===== src/verilog/msrc_pkg.sv =====
package msrc_pkg;

  // ----------------------------------------------------------------
  // register map
  // ----------------------------------------------------------------
  localparam int          ADDR_W          = 12;
  localparam int          DATA_W          = 32;
  localparam logic [11:0] OFF_RESET_A     = 12'h040;
  localparam logic [11:0] OFF_RESET_B     = 12'h044;
  localparam logic [11:0] OFF_PORT_GATE   = 12'h128;
  localparam logic [11:0] OFF_IRQ_STATUS  = 12'h400;
  localparam logic [11:0] OFF_IRQ_ENABLE  = 12'h404;
  localparam logic [11:0] OFF_IRQ_CLEAR   = 12'h408;
  localparam logic [11:0] OFF_FAULT_INFO  = 12'h40C;

  // ----------------------------------------------------------------
  // reset values and writable fields
  // ----------------------------------------------------------------
  localparam logic [31:0] RESET_A_INIT    = 32'h0000_0000;
  localparam logic [31:0] RESET_B_INIT    = 32'h0000_0000;
  localparam logic [5:0]  PORT_GATE_INIT  = 6'h00;
  localparam logic [31:0] RESET_A_FIELDS  = 32'h0003_0008;
  localparam logic [31:0] RESET_B_FIELDS  = 32'h570F_5337;

  // ----------------------------------------------------------------
  // field positions, register a
  // ----------------------------------------------------------------
  localparam int BIT_CONVERTER_UNIT1 = 17;
  localparam int BIT_CONVERTER_UNIT0 = 16;
  localparam int BIT_WATCHDOG_UNIT   = 3;

  // ----------------------------------------------------------------
  // field positions, register b
  // ----------------------------------------------------------------
  localparam int BIT_EXT_PERIPH_IF   = 30;
  localparam int BIT_AUDIO_SERIAL    = 28;
  localparam int BIT_COMPARATOR0     = 24;
  localparam int BIT_GP_COUNTER0     = 16;
  localparam int BIT_TWOWIRE_UNIT_B  = 14;
  localparam int BIT_TWOWIRE_UNIT_A  = 12;
  localparam int BIT_ENCODER_UNIT1   = 9;
  localparam int BIT_ENCODER_UNIT0   = 8;
  localparam int BIT_SYNC_SERIAL0    = 4;
  localparam int BIT_ASYNC_SERIAL0   = 0;

  // ----------------------------------------------------------------
  // ports and interrupt events
  // ----------------------------------------------------------------
  localparam int          NUM_PORTS       = 6;
  localparam int          NUM_EVENTS      = 3;
  localparam int          EV_PORT_FAULT   = 0;
  localparam int          EV_BAD_ADDR     = 1;
  localparam int          EV_MASKED_WRITE = 2;
  localparam logic [2:0]  IRQ_INIT        = 3'h0;

endpackage : msrc_pkg


===== src/verilog/msrc_sync_reset.sv =====
`timescale 1ns/1ps
// registered synchronous reset fan-out, one flop per control bit
module msrc_sync_reset #(
  parameter int WIDTH = 32
) (
  // clock and reset
  input  wire logic             clk,
  input  wire logic             rst,
  // control bits and resulting resets
  input  wire logic [WIDTH-1:0] ctrlBits,
  output logic      [WIDTH-1:0] moduleReset
);

  genvar g;
  generate
    for (g = 0; g < WIDTH; g++)
    begin : gen_rst
      always_ff @(posedge clk or posedge rst)
      begin
        if (rst)
          moduleReset[g] <= 1'b1;
        else
          moduleReset[g] <= ctrlBits[g];
      end
    end
  endgenerate

endmodule : msrc_sync_reset


===== src/verilog/msrc_port_guard.sv =====
`timescale 1ns/1ps
// flags port accesses aimed at an unclocked port
module msrc_port_guard (
  // clock and reset
  input  wire logic       clk,
  input  wire logic       rst,
  // port access request
  input  wire logic       portAccess,
  input  wire logic [2:0] portSelect,
  input  wire logic [5:0] portGate,
  // fault answer
  output logic            busFault,
  output logic            portDone,
  output logic [2:0]      faultPort
);

  logic gated;

  // out-of-range select counts as unclocked
  always_comb
  begin
    gated = 1'b0;
    if (portSelect < 3'(msrc_pkg::NUM_PORTS))
      gated = ~portGate[portSelect];
    else
      gated = 1'b1;
  end

  always_ff @(posedge clk or posedge rst)
  begin
    if (rst)
    begin
      busFault  <= 1'b0;
      portDone  <= 1'b0;
      faultPort <= 3'h0;
    end
    else
    begin
      busFault <= portAccess & gated;
      portDone <= portAccess & ~gated;
      if (portAccess & gated)
        faultPort <= portSelect;
    end
  end

endmodule : msrc_port_guard


===== src/verilog/msrc_soft_reset_control.sv =====
`timescale 1ns/1ps
// Behaviour
// - port clock enables at bits 5..0 for ports F..A, reset to zero.
// - access to an unclocked port returns a bus fault, not completion.
// - first reset register at 0x040, read/write, resets to zero.
// - second reset register at 0x044, read/write, resets to zero.
// - reset register writes masked by capability inputs; absent modules ignore writes.
// - module held in reset while its bit is set.
// - first register bits 15:4 and 2:0 read zero, ignore writes.
// - first register bits 17, 16, 3 reset converters 1, 0 and watchdog.
// - second register bits 30, 28, 26..24 reset ext iface, audio, comparators.
// - second register bits 19..16 reset counters 3..0; 23:20 read zero.
// - bits 14, 12 reset two-wire units; bits 9, 8 reset encoders.
// - bits 5, 4 reset sync serial; bits 2..0 reset async serial.
// - second register reserved positions read zero and ignore writes.
// - bit 0 of second register holds async serial unit 0 in reset.
module msrc_soft_reset_control (
  // clock and reset
  input  wire logic        clk,
  input  wire logic        rst,
  // register port
  input  wire logic [11:0] regAddr,
  input  wire logic [31:0] regWrData,
  input  wire logic        regWrite,
  input  wire logic        regRead,
  output logic      [31:0] regRdData,
  // device capabilities
  input  wire logic [31:0] capabilityMaskA,
  input  wire logic [31:0] capabilityMaskB,
  // port access check
  input  wire logic        portAccess,
  input  wire logic [2:0]  portSelect,
  output logic             portBusFault,
  output logic             portAccessDone,
  // port clock enables
  output logic             portAClockGate,
  output logic             portBClockGate,
  output logic             portCClockGate,
  output logic             portDClockGate,
  output logic             portEClockGate,
  output logic             portFClockGate,
  // module resets, register a
  output logic             converterUnit1Reset,
  output logic             converterUnit0Reset,
  output logic             watchdogUnitReset,
  // module resets, register b
  output logic             extPeriphIfReset,
  output logic             audioSerialReset,
  output logic [2:0]       comparatorUnitReset,
  output logic [3:0]       gpCounterReset,
  output logic             twowireUnitBReset,
  output logic             twowireUnitAReset,
  output logic             encoderUnit1Reset,
  output logic             encoderUnit0Reset,
  output logic [1:0]       syncSerialReset,
  output logic [2:0]       asyncSerialReset,
  // interrupt
  output logic             irq
);

  // ----------------------------------------------------------------
  // state
  // ----------------------------------------------------------------
  logic [31:0] moduleResetCtrlA;
  logic [31:0] moduleResetCtrlB;
  logic [5:0]  portGate;
  logic [2:0]  irqStatus;
  logic [2:0]  irqEnable;
  logic [31:0] resetA;
  logic [31:0] resetB;
  logic        fault;
  logic [2:0]  faultPort;
  logic        badAddr;
  logic        maskedWrite;
  logic [2:0]  events;
  logic [2:0]  clearBits;

  // ----------------------------------------------------------------
  // decode helpers
  // ----------------------------------------------------------------
  function automatic logic isMapped(input logic [11:0] a);
    isMapped = (a == msrc_pkg::OFF_RESET_A) || (a == msrc_pkg::OFF_RESET_B)
            || (a == msrc_pkg::OFF_PORT_GATE) || (a == msrc_pkg::OFF_IRQ_STATUS)
            || (a == msrc_pkg::OFF_IRQ_ENABLE) || (a == msrc_pkg::OFF_IRQ_CLEAR)
            || (a == msrc_pkg::OFF_FAULT_INFO);
  endfunction : isMapped

  // writable bits of a reset register after capability masking
  function automatic logic [31:0] maskedField(input logic [31:0] d,
                                              input logic [31:0] fields,
                                              input logic [31:0] cap);
    maskedField = d & fields & cap;
  endfunction : maskedField

  // ----------------------------------------------------------------
  // reset control registers
  // ----------------------------------------------------------------
  // bits stay until software writes them back to zero
  always_ff @(posedge clk or posedge rst)
  begin
    if (rst)
      moduleResetCtrlA <= msrc_pkg::RESET_A_INIT;
    else if (regWrite && regAddr == msrc_pkg::OFF_RESET_A)
      moduleResetCtrlA <= maskedField(regWrData, msrc_pkg::RESET_A_FIELDS, capabilityMaskA);
  end

  always_ff @(posedge clk or posedge rst)
  begin
    if (rst)
      moduleResetCtrlB <= msrc_pkg::RESET_B_INIT;
    else if (regWrite && regAddr == msrc_pkg::OFF_RESET_B)
      moduleResetCtrlB <= maskedField(regWrData, msrc_pkg::RESET_B_FIELDS, capabilityMaskB);
  end

  // ----------------------------------------------------------------
  // port clock gating
  // ----------------------------------------------------------------
  always_ff @(posedge clk or posedge rst)
  begin
    if (rst)
      portGate <= msrc_pkg::PORT_GATE_INIT;
    else if (regWrite && regAddr == msrc_pkg::OFF_PORT_GATE)
      portGate <= regWrData[5:0];
  end

  always_ff @(posedge clk or posedge rst)
  begin
    if (rst)
    begin
      portAClockGate <= 1'b0;
      portBClockGate <= 1'b0;
      portCClockGate <= 1'b0;
      portDClockGate <= 1'b0;
      portEClockGate <= 1'b0;
      portFClockGate <= 1'b0;
    end
    else
    begin
      portAClockGate <= portGate[0];
      portBClockGate <= portGate[1];
      portCClockGate <= portGate[2];
      portDClockGate <= portGate[3];
      portEClockGate <= portGate[4];
      portFClockGate <= portGate[5];
    end
  end

  msrc_port_guard u_guard (
    .clk        (clk),
    .rst        (rst),
    .portAccess (portAccess),
    .portSelect (portSelect),
    .portGate   (portGate),
    .busFault   (fault),
    .portDone   (portAccessDone),
    .faultPort  (faultPort)
  );

  assign portBusFault = fault;

  // ----------------------------------------------------------------
  // module reset outputs
  // ----------------------------------------------------------------
  msrc_sync_reset #(.WIDTH(32)) u_rst_a (
    .clk         (clk),
    .rst         (rst),
    .ctrlBits    (moduleResetCtrlA),
    .moduleReset (resetA)
  );

  msrc_sync_reset #(.WIDTH(32)) u_rst_b (
    .clk         (clk),
    .rst         (rst),
    .ctrlBits    (moduleResetCtrlB),
    .moduleReset (resetB)
  );

  // resets are held while the bit stands, released on clear
  always_comb
  begin
    converterUnit1Reset = resetA[msrc_pkg::BIT_CONVERTER_UNIT1];
    converterUnit0Reset = resetA[msrc_pkg::BIT_CONVERTER_UNIT0];
    watchdogUnitReset   = resetA[msrc_pkg::BIT_WATCHDOG_UNIT];
    extPeriphIfReset    = resetB[msrc_pkg::BIT_EXT_PERIPH_IF];
    audioSerialReset    = resetB[msrc_pkg::BIT_AUDIO_SERIAL];
    comparatorUnitReset = resetB[msrc_pkg::BIT_COMPARATOR0 +: 3];
    gpCounterReset      = resetB[msrc_pkg::BIT_GP_COUNTER0 +: 4];
    twowireUnitBReset   = resetB[msrc_pkg::BIT_TWOWIRE_UNIT_B];
    twowireUnitAReset   = resetB[msrc_pkg::BIT_TWOWIRE_UNIT_A];
    encoderUnit1Reset   = resetB[msrc_pkg::BIT_ENCODER_UNIT1];
    encoderUnit0Reset   = resetB[msrc_pkg::BIT_ENCODER_UNIT0];
    syncSerialReset     = resetB[msrc_pkg::BIT_SYNC_SERIAL0 +: 2];
    asyncSerialReset    = resetB[msrc_pkg::BIT_ASYNC_SERIAL0 +: 3];
  end

  // ----------------------------------------------------------------
  // interrupt events
  // ----------------------------------------------------------------
  always_comb
  begin
    badAddr     = (regWrite | regRead) & ~isMapped(regAddr);
    maskedWrite = regWrite && (
                  (regAddr == msrc_pkg::OFF_RESET_A &&
                   ((regWrData & msrc_pkg::RESET_A_FIELDS & ~capabilityMaskA) != 32'h0000_0000)) ||
                  (regAddr == msrc_pkg::OFF_RESET_B &&
                   ((regWrData & msrc_pkg::RESET_B_FIELDS & ~capabilityMaskB) != 32'h0000_0000)));
    events      = 3'h0;
    events[msrc_pkg::EV_PORT_FAULT]   = fault;
    events[msrc_pkg::EV_BAD_ADDR]     = badAddr;
    events[msrc_pkg::EV_MASKED_WRITE] = maskedWrite;
    clearBits   = 3'h0;
    if (regWrite && regAddr == msrc_pkg::OFF_IRQ_CLEAR)
      clearBits = regWrData[2:0];
  end

  // set wins over a clear in the same cycle
  always_ff @(posedge clk or posedge rst)
  begin
    if (rst)
      irqStatus <= msrc_pkg::IRQ_INIT;
    else
      irqStatus <= (irqStatus & ~clearBits) | events;
  end

  always_ff @(posedge clk or posedge rst)
  begin
    if (rst)
      irqEnable <= msrc_pkg::IRQ_INIT;
    else if (regWrite && regAddr == msrc_pkg::OFF_IRQ_ENABLE)
      irqEnable <= regWrData[2:0];
  end

  always_ff @(posedge clk or posedge rst)
  begin
    if (rst)
      irq <= 1'b0;
    else
      irq <= |(((irqStatus & ~clearBits) | events) & irqEnable);
  end

  // ----------------------------------------------------------------
  // read data
  // ----------------------------------------------------------------
  always_ff @(posedge clk or posedge rst)
  begin
    if (rst)
      regRdData <= 32'h0000_0000;
    else if (regRead)
    begin
      case (regAddr)
        msrc_pkg::OFF_RESET_A:    regRdData <= moduleResetCtrlA;
        msrc_pkg::OFF_RESET_B:    regRdData <= moduleResetCtrlB;
        msrc_pkg::OFF_PORT_GATE:  regRdData <= {26'h0, portGate};
        msrc_pkg::OFF_IRQ_STATUS: regRdData <= {29'h0, irqStatus};
        msrc_pkg::OFF_IRQ_ENABLE: regRdData <= {29'h0, irqEnable};
        msrc_pkg::OFF_FAULT_INFO: regRdData <= {29'h0, faultPort};
        default:                  regRdData <= 32'h0000_0000;
      endcase
    end
    else
      regRdData <= 32'h0000_0000;
  end

endmodule : msrc_soft_reset_control


===== config.mk =====
export PLATFORM = sky130hd
export DESIGN_NAME = msrc_soft_reset_control
export DESIGN_NICKNAME = d
export VERILOG_FILES = /design/src/verilog/msrc_pkg.sv /design/src/verilog/msrc_sync_reset.sv /design/src/verilog/msrc_port_guard.sv /design/src/verilog/msrc_soft_reset_control.sv
export SDC_FILE = /design/constraint.sdc
export NUM_CORES = 1
export LEC_CHECK = 0
export ABC_AREA = 1
export BUFFER_PORTS_ARGS = -buffer_cell sky130_fd_sc_hd__clkbuf_2
export CORE_ASPECT_RATIO = 1.75
export CORE_MARGIN = 1.5
export CORE_UTILIZATION = 41
export CTS_BUF_LIST = sky130_fd_sc_hd__clkbuf_16
export CTS_CLUSTER_SIZE = 24
export DETAILED_ROUTE_END_ITERATION = 7
export GPL_TIMING_DRIVEN = 0
export MAX_ROUTING_LAYER = met4
export PLACE_DENSITY_LB_ADDON = 0.3
export SLEW_MARGIN = 20
export SYNTH_ARGS = -nofsm -noshare
export SYNTH_HDL_FRONTEND = slang
export SYNTH_SLANG_ARGS = --single-unit

===== constraint.sdc =====
create_clock -name clk -period 2.65 [get_ports clk]
set_clock_uncertainty 0.15 [all_clocks]
set_input_delay 0.265 -clock clk [delete_from_list [all_inputs] [get_ports clk]]
set_output_delay 0.265 -clock clk [all_outputs]
set_load 0.05 [all_outputs]

Yosys cells after proc, flatten, opt, wreduce, memory -nomap -nowiden --
Index checks and enable logic that the tools add are counted.
Storage, ports and cells: output and inout bits 62, register bits 141, input bits 116, word-level logic and storage cells 87
Cells by class: bitwise logic cells 17, equality and inequality tests 7, reductions and logical operators 18, mux-type cells 6, order comparisons 2
Operators by type and width (number):
- 32-bit one-hot mux with 6 select lines | 1
- 18-bit by 32-bit bitwise AND with 32-bit output | 2
- 31-bit by 32-bit bitwise AND with 32-bit output | 2
- 32-bit NOT | 2
- 32-bit nonzero test | 2
- 12-bit by 11-bit == test with 1-bit output (second input constant) | 4
- 32-bit 2-to-1 mux | 1
- 12-bit by 7-bit == test with 1-bit output (second input constant) | 2
- 12-bit by 9-bit == test with 1-bit output (second input constant) | 1
- 1-bit logical AND | 8
- 1-bit logical OR | 7
- 3-bit bitwise AND | 2
- 3-bit by 4-bit less-than comparator with 1-bit output (second input constant) | 1
- 1-bit bitwise AND | 3
- 1-bit binary-select mux with 3-bit select | 1
- 3-bit less-than comparator (second input constant) | 1
- 3-bit 2-to-1 mux | 1
- 1-bit NOT | 3
- 3-bit NOT | 1
- 3-bit bitwise OR | 1
- 3-bit OR reduction | 1
- 1-bit 2-to-1 mux | 2
- 1-bit bitwise OR | 1

Logic depth before layout (Yosys ltp) --
Gate-level depths: netlist of run 1.
depth after elaboration 12, mapped depth 11, mapped depth without buffers 11

Hierarchy --
From an unflattened synthesis of run 1, not the netlist that was laid out.
Second synthesis, totals: cells, all modules 447, area total of the unflattened synthesis 4902.2 um^2
Modules (own cells, without submodules):
- msrc_soft_reset_control | times used 1, sequential area each 1476.4 um^2, cells an instance 344, area an instance 2934.1 um^2
- msrc_sync_reset | times used 2, sequential area each 840.8 um^2, cells an instance 33, area an instance 844.6 um^2
- msrc_port_guard | times used 1, sequential area each 125.1 um^2, cells an instance 37, area an instance 279.0 um^2

Worst setup path before layout of run 1 --
OpenSTA, ideal clock, no wires.
path type in2reg, start input regAddr[0], end register portGate[4], cell stages on the path 7, data required time 2373 ps, setup slack 1268 ps, setup time 127 ps, arrival time 1105 ps, buffers on the path 0, path through inv_2 -> nand2_2 -> nor2_2 -> nand3_2 -> inv_2 -> nand2_1 -> mux2_1
On the way: word-level cells in the longest chain between the ends 2
Ends and longest elaborated chain:
- start, declared | line msrc_soft_reset_control.sv:22 | input wire logic [11:0] regAddr,
- 12-bit by 9-bit == test with 1-bit output | line msrc_soft_reset_control.sv:122 | else if (regWrite && regAddr == msrc_pkg::OFF_PORT_GATE)
- 1-bit logical AND | line msrc_soft_reset_control.sv:122
- end signal, assigned | line msrc_soft_reset_control.sv:121 | portGate <= msrc_pkg::PORT_GATE_INIT;
- end signal, assigned | line msrc_soft_reset_control.sv:123 | portGate <= regWrData[5:0];
- end, declared | line msrc_soft_reset_control.sv:66 | logic [5:0] portGate;
No other way between the ends. A chain may end at the register's enable or synchronous reset.

Worst setup path in the final report of run 1 --
start register u_rst_b.moduleReset[16], end output gpCounterReset[0]
RTL lines:
- start, declared | line msrc_sync_reset.sv:11 | output logic [WIDTH-1:0] moduleReset
- start signal, assigned by index | line msrc_sync_reset.sv:23 | moduleReset[g] <= ctrlBits[g];
- end, declared | line msrc_soft_reset_control.sv:50 | output logic [3:0] gpCounterReset,
No word-level cell between the ends.

==> results.md, run 1 <==
- The final critical path time including I/O delays and setup is 1.55 ns.
- The cell type contributing the most total cell area after synthesis is dfrtp_1.
- For hold timing, the worst endpoint is u_guard.portDone.
- The clock-pin slew on the worst setup and hold paths is 0.06 ns.
- STA classifies the critical path startpoint as a register.
- The routed layout has 2,976 vias.
- The core area is 8670 sq um.
- The cell count after synthesis came out at 402.
- The number of hold violations in the final report is 0.
- The worst endpoint data arrival time is 1.13 ns.
- The via count of the first global-routing pass came to 2,863.
- On the worst path, the slowest cell contributes a delay of 0.53 ns.
- The final critical-path share of the clock period is 58.4%.
- In the post-synthesis netlist, the biggest area contributors are dfrtp_1, dfstp_2, nand2_1, inv_1, nor2_1.
- The number of buffers added for setup after CTS is 0.
- The number of antenna violations at the first check in global routing is 0.
- At the pin with the least slew margin, the transition time is 0.504 ns.
- The average instance area after synthesis is 9.06 sq um.
- The post-route cell area is 4680 sq um.
- In this run the tool buffered the top-level ports with 107 buffer cells.
- In this run the clock root is driven by a clkbuf_16.
- The critical path is of the reg2out type.
- The non-filler instance count after layout is 655.
- The number of hold buffers added after CTS is 1.
- Summed over all cells, the static leakage comes to 0.00248 uW.
- The placed instance area is 4400 sq um.
- Measured along the x axis, the die boundary spans 74.3 um.
- The number of levels in the clock H-tree is 3.
- The largest fanout on the critical path is 1.
- After detailed routing, the number of vias per cell comes to 4.54.
- The launch instance of the worst min-delay path is portAccess.
- In the layout the commonest cells are nand2_1, clkbuf_2, dfrtp_1, inv_1, nor2_1.
- The starting density of the core is 42.0%.
- The layout cell share with drive strength beyond 1 is 34.4%.
- After the last flow step, the layout net total stands at 650.
- The sort of element at the end of the critical path is a primary output.
- The floorplan step set the die height to 128 um.
- The critical path goes through clkbuf_2.
- The number of routed nets with antenna violations is 0.
- The number of placement rows is 45.
- For the worst flop-to-flop path, the logic depth is 8.
- Static timing analysis puts the maximum clock frequency at 646 MHz.
- In the synthesized netlist the dominant register cell turns out to be dfrtp_1.
- For this block, the routed nets add up to 8.65 mm of wire.
- The most frequent standard cell in the layout excluding fill and tap cells is nand2_1.
- The estimated wirelength of the detail-placed design is 6.88 mm.
- The final worst setup slack is 1.10 ns.
- The sequential area share after synthesis is 59.1%.
- The global-route wire length before repair is 13.4 mm.
- In this run, post-CTS repair resized a total of 0 instances.
- The clock tree from TritonCTS is built.
- The flow ran to the end, and the final reports show no timing, DRC or antenna violations.
- Synthesis inferred 85 register bits.
- The critical path buffer and inverter count is 1.
- In the routed design, unresolved DRC markers number 0.
- The detail-routed net length per standard cell is 13.2 um.
- The routability-driven placement congestion ratio is 0.847.
- The reg-to-reg startpoint is portGate[2].
- Grouping stages by cell kind, the critical path spends the most delay in flip-flops.
- The number of buffers on the longest clock path is 2.
- The repair_antennas step left the layout with diodes totalling 0.
- Setup violations remaining at the end of the flow were counted as 0.
- Clock tree synthesis inserted a total of 9 buffers.
- The type of the tightest min-delay check is in2reg.
- Timing analysis after detailed placement gives a worst setup slack of 0.855 ns.
- During synthesis, Yosys emitted a total of 0 warnings.
- Once placement completed, the tool counted placed cells totaling 639.
- The number of synthesized flops with an enable pin is 0.
- The area growth from synthesis to layout is 28.6%.
- The number of sinks driven by the clock tree is 85.
- Setup slack on the worst reg-to-reg path comes out at 1.14 ns.
- The post-synthesis cell type count is 31.
- The endpoint identified for the worst register-to-register timing path is u_guard.faultPort[2].
- The final-layout fill cell count is 847.
- The insertion delay to the later sink of the worst-skew pair is 0.33 ns.
- VDD sags by at most 0.329 mV.
- The floorplan step defined a die boundary enclosing 9480 sq um.
- The max-cap check violation count is 0.
- In the synthesized netlist the async set-or-reset flop fraction comes to 100%.
- The total congestion overflow is 0.
- The detailed-routing iteration count for the pre-antenna-repair pass is 4.
- The global-route usage over all layers is 19.9%.
- The initial detailed-routing violation count is 122.
- The worst path required time is 2.24 ns.
- The instance count along the most critical hold path is 3.
- Entering global routing, the biggest net connects 53 pins.
- The share of the synthesized area in the top cell type is 44.0%.
- The remaining max-slew budget at the tightest pin is 66.4%.
- The max-slew violation count is 0.
- Setup repair after global routing left no endpoint under its margin.
- The boundary pin count is 178.
- The synthesized cell area is 3640 sq um.
- The total power divided by cell area is 580 nW/um^2.
- The worst-path cell with the longest stage delay is dfstp_2.
## worst max-delay path by stage
stage | end | from | cells past startpoint | slack, ns
2_1_floorplan | irq | rst | 1 | 0.08
3_3_place_gp | moduleResetCtrlA[3] | rst | 2 | -0.74
3_5_place_dp | moduleResetCtrlB[30] | regWrite | 5 | 0.85
4_1_cts | gpCounterReset[0] | u_rst_b.moduleReset[16] | 1 | 1.08
5_1_grt | u_guard.faultPort[1] | portGate[2] | 7 | 0.92
6_report | gpCounterReset[0] | u_rst_b.moduleReset[16] | 1 | 1.10
## per-stage QoR
stage | total power, uW | util [%] | hold WS, ns | TNS, ns
after floorplan | 1480 | - | 0.224 | 0
after global placement | 1570 | 50.4 | 0.231 | -46.79
after detailed placement | 1580 | 50.8 | 0.146 | 0
after CTS | 2750 | 54.0 | 0.0146 | 0
after global routing | 2820 | 54.0 | 0.0227 | 0
final | 2720 | 54.0 | 0.0242 | 0
## cell usage after synthesis, types with 4 or more instances
library cell / n
nand2_1: 108
dfrtp_1: 64
inv_1: 53
nor2_1: 33
o21ai_1: 23
dfstp_2: 21
nand3_1: 15
o21ai_0: 15
buf_4: 13
inv_2: 5
nand2_2: 5
nor2_2: 4
nor2_4: 4
o31ai_1: 4
## logic make-up after synthesis
| group | Yosys count | synth area share (%) |
|---|---|---|
| AOI/OAI and AO/OA | 56 | 8.83 |
| buffers and inverters | 78 | 9.89 |
| DFF | 85 | 59.1 |
| muxes | 1 | 0.309 |
| other | 1 | 0.103 |
| and+or+nand+nor | 181 | 21.8 |
## worst reg2reg max path, stage by stage, from the launching register on
cell,delay [ns]
dfrtp_1,0.41
inv_1,0.10
a21oi_1,0.08
o21ai_0,0.08
nand2_1,0.07
o21ai_0,0.20
nand2_1,0.15
inv_1,0.10
o22ai_1,0.06
## power breakdown
| group | switching [uW] | internal (uW) | total [uW] |
|---|---|---|---|
| logic | 162 | 77.4 | 239 |
| registers | 6.66 | 1310 | 1320 |
| clock network | 455 | 707 | 1160 |
| total | 623 | 2100 | 2720 |
## sequential cells by signal (all words and copies together) (netlist names)
register             flops
moduleResetCtrlB        18
irq                      1
u_rst_a.moduleReset      3
portGate                 6
irqStatus                3
u_guard.portDone         1
irqEnable                3
u_rst_b.moduleReset     18
portAClockGate           1
portBClockGate           1
moduleResetCtrlA         3
u_guard.faultPort        3
portDClockGate           1
regRdData               19
portCClockGate           1
u_guard.busFault         1
portEClockGate           1
portFClockGate           1
## final cells by class
| cell class | count | area [sq um] | share of cell area [%] |
|---|---|---|---|
| buffer | 20 | 143 | 3.04 |
| clock buffer | 9 | 225 | 4.81 |
| clock inverter | 6 | 48.8 | 1.04 |
| inverter | 58 | 220 | 4.70 |
| multi-input combinational | 251 | 1170 | 25.1 |
| sequential | 85 | 2150 | 46.0 |
| tap | 117 | 146 | 3.12 |
| timing repair buffer | 109 | 573 | 12.2 |
## per-layer routing
| layer | up-vias | track usage (%) | part of all wire [%] |
|---|---|---|---|
| li1 | 1479 | - | - |
| met1 | 1364 | 19.7 | 36 |
| met2 | 112 | 34.5 | 56 |
| met3 | 21 | 4.72 | 5.1 |
| met4 | 0 | 10.9 | 3.4 |
| met5 | - | - | 0 |
No activity file was read; power rests on OpenSTA's default activity.
==> inputs of run 2 (changes only) <==
==> constraint.sdc (replaced) <==
create_clock -name clk -period 1.35 [get_ports clk]
set_clock_uncertainty 0.15 [all_clocks]
set_input_delay 0.135 -clock clk [delete_from_list [all_inputs] [get_ports clk]]
set_output_delay 0.135 -clock clk [all_outputs]
set_load 0.05 [all_outputs]
==> run 2 against run 1 <==
Net effect:
- largest power group unchanged
- die area stayed put
- cell count is 7.9% higher
- sequential power is 96% higher
- hold slack better by 0.018 ns
- the flow now finishes with violations (negative setup slack)
- global-route usage is 2.1 points higher
- critical endpoint is now u_guard.faultPort[0]
==> results.md, run 2 (synthesis results as in run 1) <==
- Leaving out fill and tap cells, the most frequent cells in the layout are nand2_1, clkbuf_2, dfrtp_1, inv_1, dlygate4sd3_1.
- The number of buffers on the longest clock path is 2 (unchanged).
- The x dimension of the die was 74.3 um (unchanged).
- The clock-pin slew on the worst setup and hold paths came to 0.06 ns (about the same).
- The initial detailed-routing violation count is 124 (+1.6%).
- The die height came to 128 um (unchanged).
- The capture point of the worst reg-to-reg path is u_guard.faultPort[0].
- The count of port buffers added during placement is 107 (unchanged).
- The largest fanout on the critical path came to 5 (+4).
- The final reports fail on negative setup slack.
- The final critical path time including I/O delays and setup is 1.39 ns.
- The number of buffers inserted during clock tree synthesis came to 9 (unchanged).
- The launch instance of the worst min-delay path is regWrData[1].
- The total number of vias is 3,286 (+10%).
- The maximum number of pins on one net before global-route repair is 36 (-32%).
- The insertion delay to the later sink of the worst-skew pair is 0.33 ns (about the same).
- CTS placed an instance of clkbuf_16 at the clock tree root.
- The starting density of the core is 42.0% (unchanged).
- The estimated wirelength of the detail-placed design is 6.83 mm (-0.71%).
- The number of levels in the clock H-tree is 3 (unchanged).
- The number of antenna diodes came to 0 (unchanged).
- The final critical-path share of the clock period is 103%.
- The non-filler instance count after layout is 707 (+7.9%).
- The global-route usage over all layers is 21.9% (+2.1 points).
- The worst endpoint data arrival time is 1.45 ns (+0.32 ns).
- The number of sinks driven by the clock tree came to 85 (unchanged).
- The routability-driven placement congestion ratio was 0.850 (+0.40%).
- The worst-case vdd ir drop is 0.694 mV (+110%).
- The via count of the first global-routing pass came to 3,222 (+13%).
- The via-per-instance ratio is 4.65 (+2.3%).
- The number of flip-flops under the largest register name is 19 (unchanged).
- The post-route core utilization is 62.1% (+8.1 points).
- The boundary pin count is 178 (unchanged).
- The worst hold path terminates at portGate[1].
- The power after layout was 5480 uW (+100%).
- The total power divided by cell area is 1020 nW/um^2 (+75%).
- The startpoint identified for the worst register-to-register timing path is portGate[2].
- The number of setup violations in the final report is 3 (+3).
- The number of placement rows is 45 (unchanged).
- Counting flops per register, the top entry is regRdData.
- The area of the die came to 9480 sq um (unchanged).
- The detail-routed net length per standard cell is 13.6 um (+3.0%).
- The worst setup path is captured at a register.
- The count of cells along the worst register-to-register path is 8 (unchanged).
- Leaving out fill and tap cells, the most frequent cell in the layout is nand2_1.
- The run finished, with violations left.
- The number of cells in the design after placement came to 640 (+0.16%).
- The final wirelength is 9.62 mm (+11%).
- Timing would allow up to 721 MHz.
- The detailed-routing iteration count for the pre-antenna-repair pass was 4 (unchanged).
- The max-slew violation count is 0 (unchanged).
- The final worst setup slack is -0.0361 ns (-1.14 ns).
- By startpoint and endpoint, the worst setup path is classified as reg2reg.
- The core area is 8670 sq um (unchanged).
- The clock tree from TritonCTS is built.
- The max-cap check violation count came to 0 (unchanged).
- The standby leakage power came to 0.00277 uW (+12%).
- The largest registers in the layout are regRdData: 19 flops, moduleResetCtrlB: 18 flops, u_rst_b.moduleReset: 18 flops.
- The type of the tightest min-delay check is in2reg.
- The global-route wire length before repair came to 14.9 mm (+11%).
- The remaining max-slew budget at the tightest pin came to 64.6% (-1.8 points).
- The number of routed nets with antenna violations is 0 (unchanged).
- Setup repair after global routing could not meet its margin everywhere.
- The worst path required time came to 1.41 ns (-0.83 ns).
- The number of antenna violations at the first check in global routing is 0 (unchanged).
- The remaining design rule violation count is 0 (unchanged).
- The layout cell share with drive strength beyond 1 is 34.7% (+0.36 points).
- The instance count along the most critical hold path is 3 (unchanged).
- The area added between synthesis and finish is 47.8%.
- The number of hold violations in the final report came to 0 (unchanged).
- The total congestion overflow is 0 (unchanged).
- The slew at the pin closest to its max-slew limit is 0.531 ns (+0.0269 ns).
- The final hold slack is 0.0425 ns (+0.0183 ns).
- The layout net count is 701 (+7.8%).
- The kind of start point of the critical path is a register.
- The slack of the worst reg-to-reg path is -0.04 ns (-1.18 ns).
==> run 2: how the worst max path moves through the flow <==
stage                      from              endpoint  slack, ns  depth (start not counted)
finish              portGate[2]  u_guard.faultPort[0]      -0.04                          8
global route        portGate[2]  u_guard.faultPort[0]      -0.11                          8
CTS                 portGate[2]  u_guard.faultPort[2]     -0.004                          8
detailed placement     regWrite  moduleResetCtrlB[28]      -0.31                          5
global placement            rst   moduleResetCtrlA[3]      -0.41                          2
floorplan           portGate[2]  u_guard.faultPort[2]       0.04                          8
==> run 2: timing repair <==
item                       CTS  global route
setup endpoints to repair   25            22
resized for setup           43            23
hold endpoints to repair    52             0
hold buffers                44             0
setup buffers                2             6
pin swaps                    1            12
==> run 2: area by class of cell <==
type / count / area [sq um]
flip-flops and latches: 85 / 2150
clock inverters: 7 / 52.6
clock buffers: 9 / 225
multi-input cells: 251 / 1210
inverters: 58 / 221
well taps: 117 / 146
repair buffers: 160 / 1230
plain buffers: 20 / 146
fillers: 747 / 3290
==> run 2: worst max-delay path, cell delays in order (launching register included) <==
cell     delay, ns
dfrtp_1       0.39
inv_2         0.07
a21oi_2       0.04
o21ai_1       0.08
nand2_1       0.09
o21ai_2       0.18
nand2_2       0.12
nand2_1       0.09
o21ai_1       0.06
==> run 2: where the power goes <==
| group | switching, uW | internal [uW] | total (uW) | leakage (uW) |
|---|---|---|---|---|
| combinational | 353 | 247 | 599 | 0.00153 |
| clock | 900 | 1390 | 2290 | 0.000149 |
| sequential | 13.0 | 2570 | 2590 | 0.00109 |
| total | 1270 | 4210 | 5480 | 0.00277 |
==> run 2: layer usage <==
layer | track usage [%] | part of all wire, % | vias up | wire [um]
met3 | 3.46 | 4.4 | 40 | 428
li1 | - | - | 1593 | -
met4 | 14.8 | 5.9 | 0 | 563
met1 | 20.7 | 34 | 1514 | 3290
met5 | - | 0 | - | 0
met2 | 39.1 | 56 | 139 | 5340
==> run 2: per-stage QoR <==
step / instance area (sq um) / setup TNS, ns / worst slack [ns]
6_report: 5380 / -0.0876 / -0.0361
5_1_grt: 5380 / -0.339 / -0.114
4_1_cts: 5310 / -0.00410 / -0.00410
3_5_place_dp: 4410 / -8.67 / -0.313
3_3_place_gp: 4370 / -35.72 / -0.411
2_1_floorplan: 3690 / 0 / 0.0372
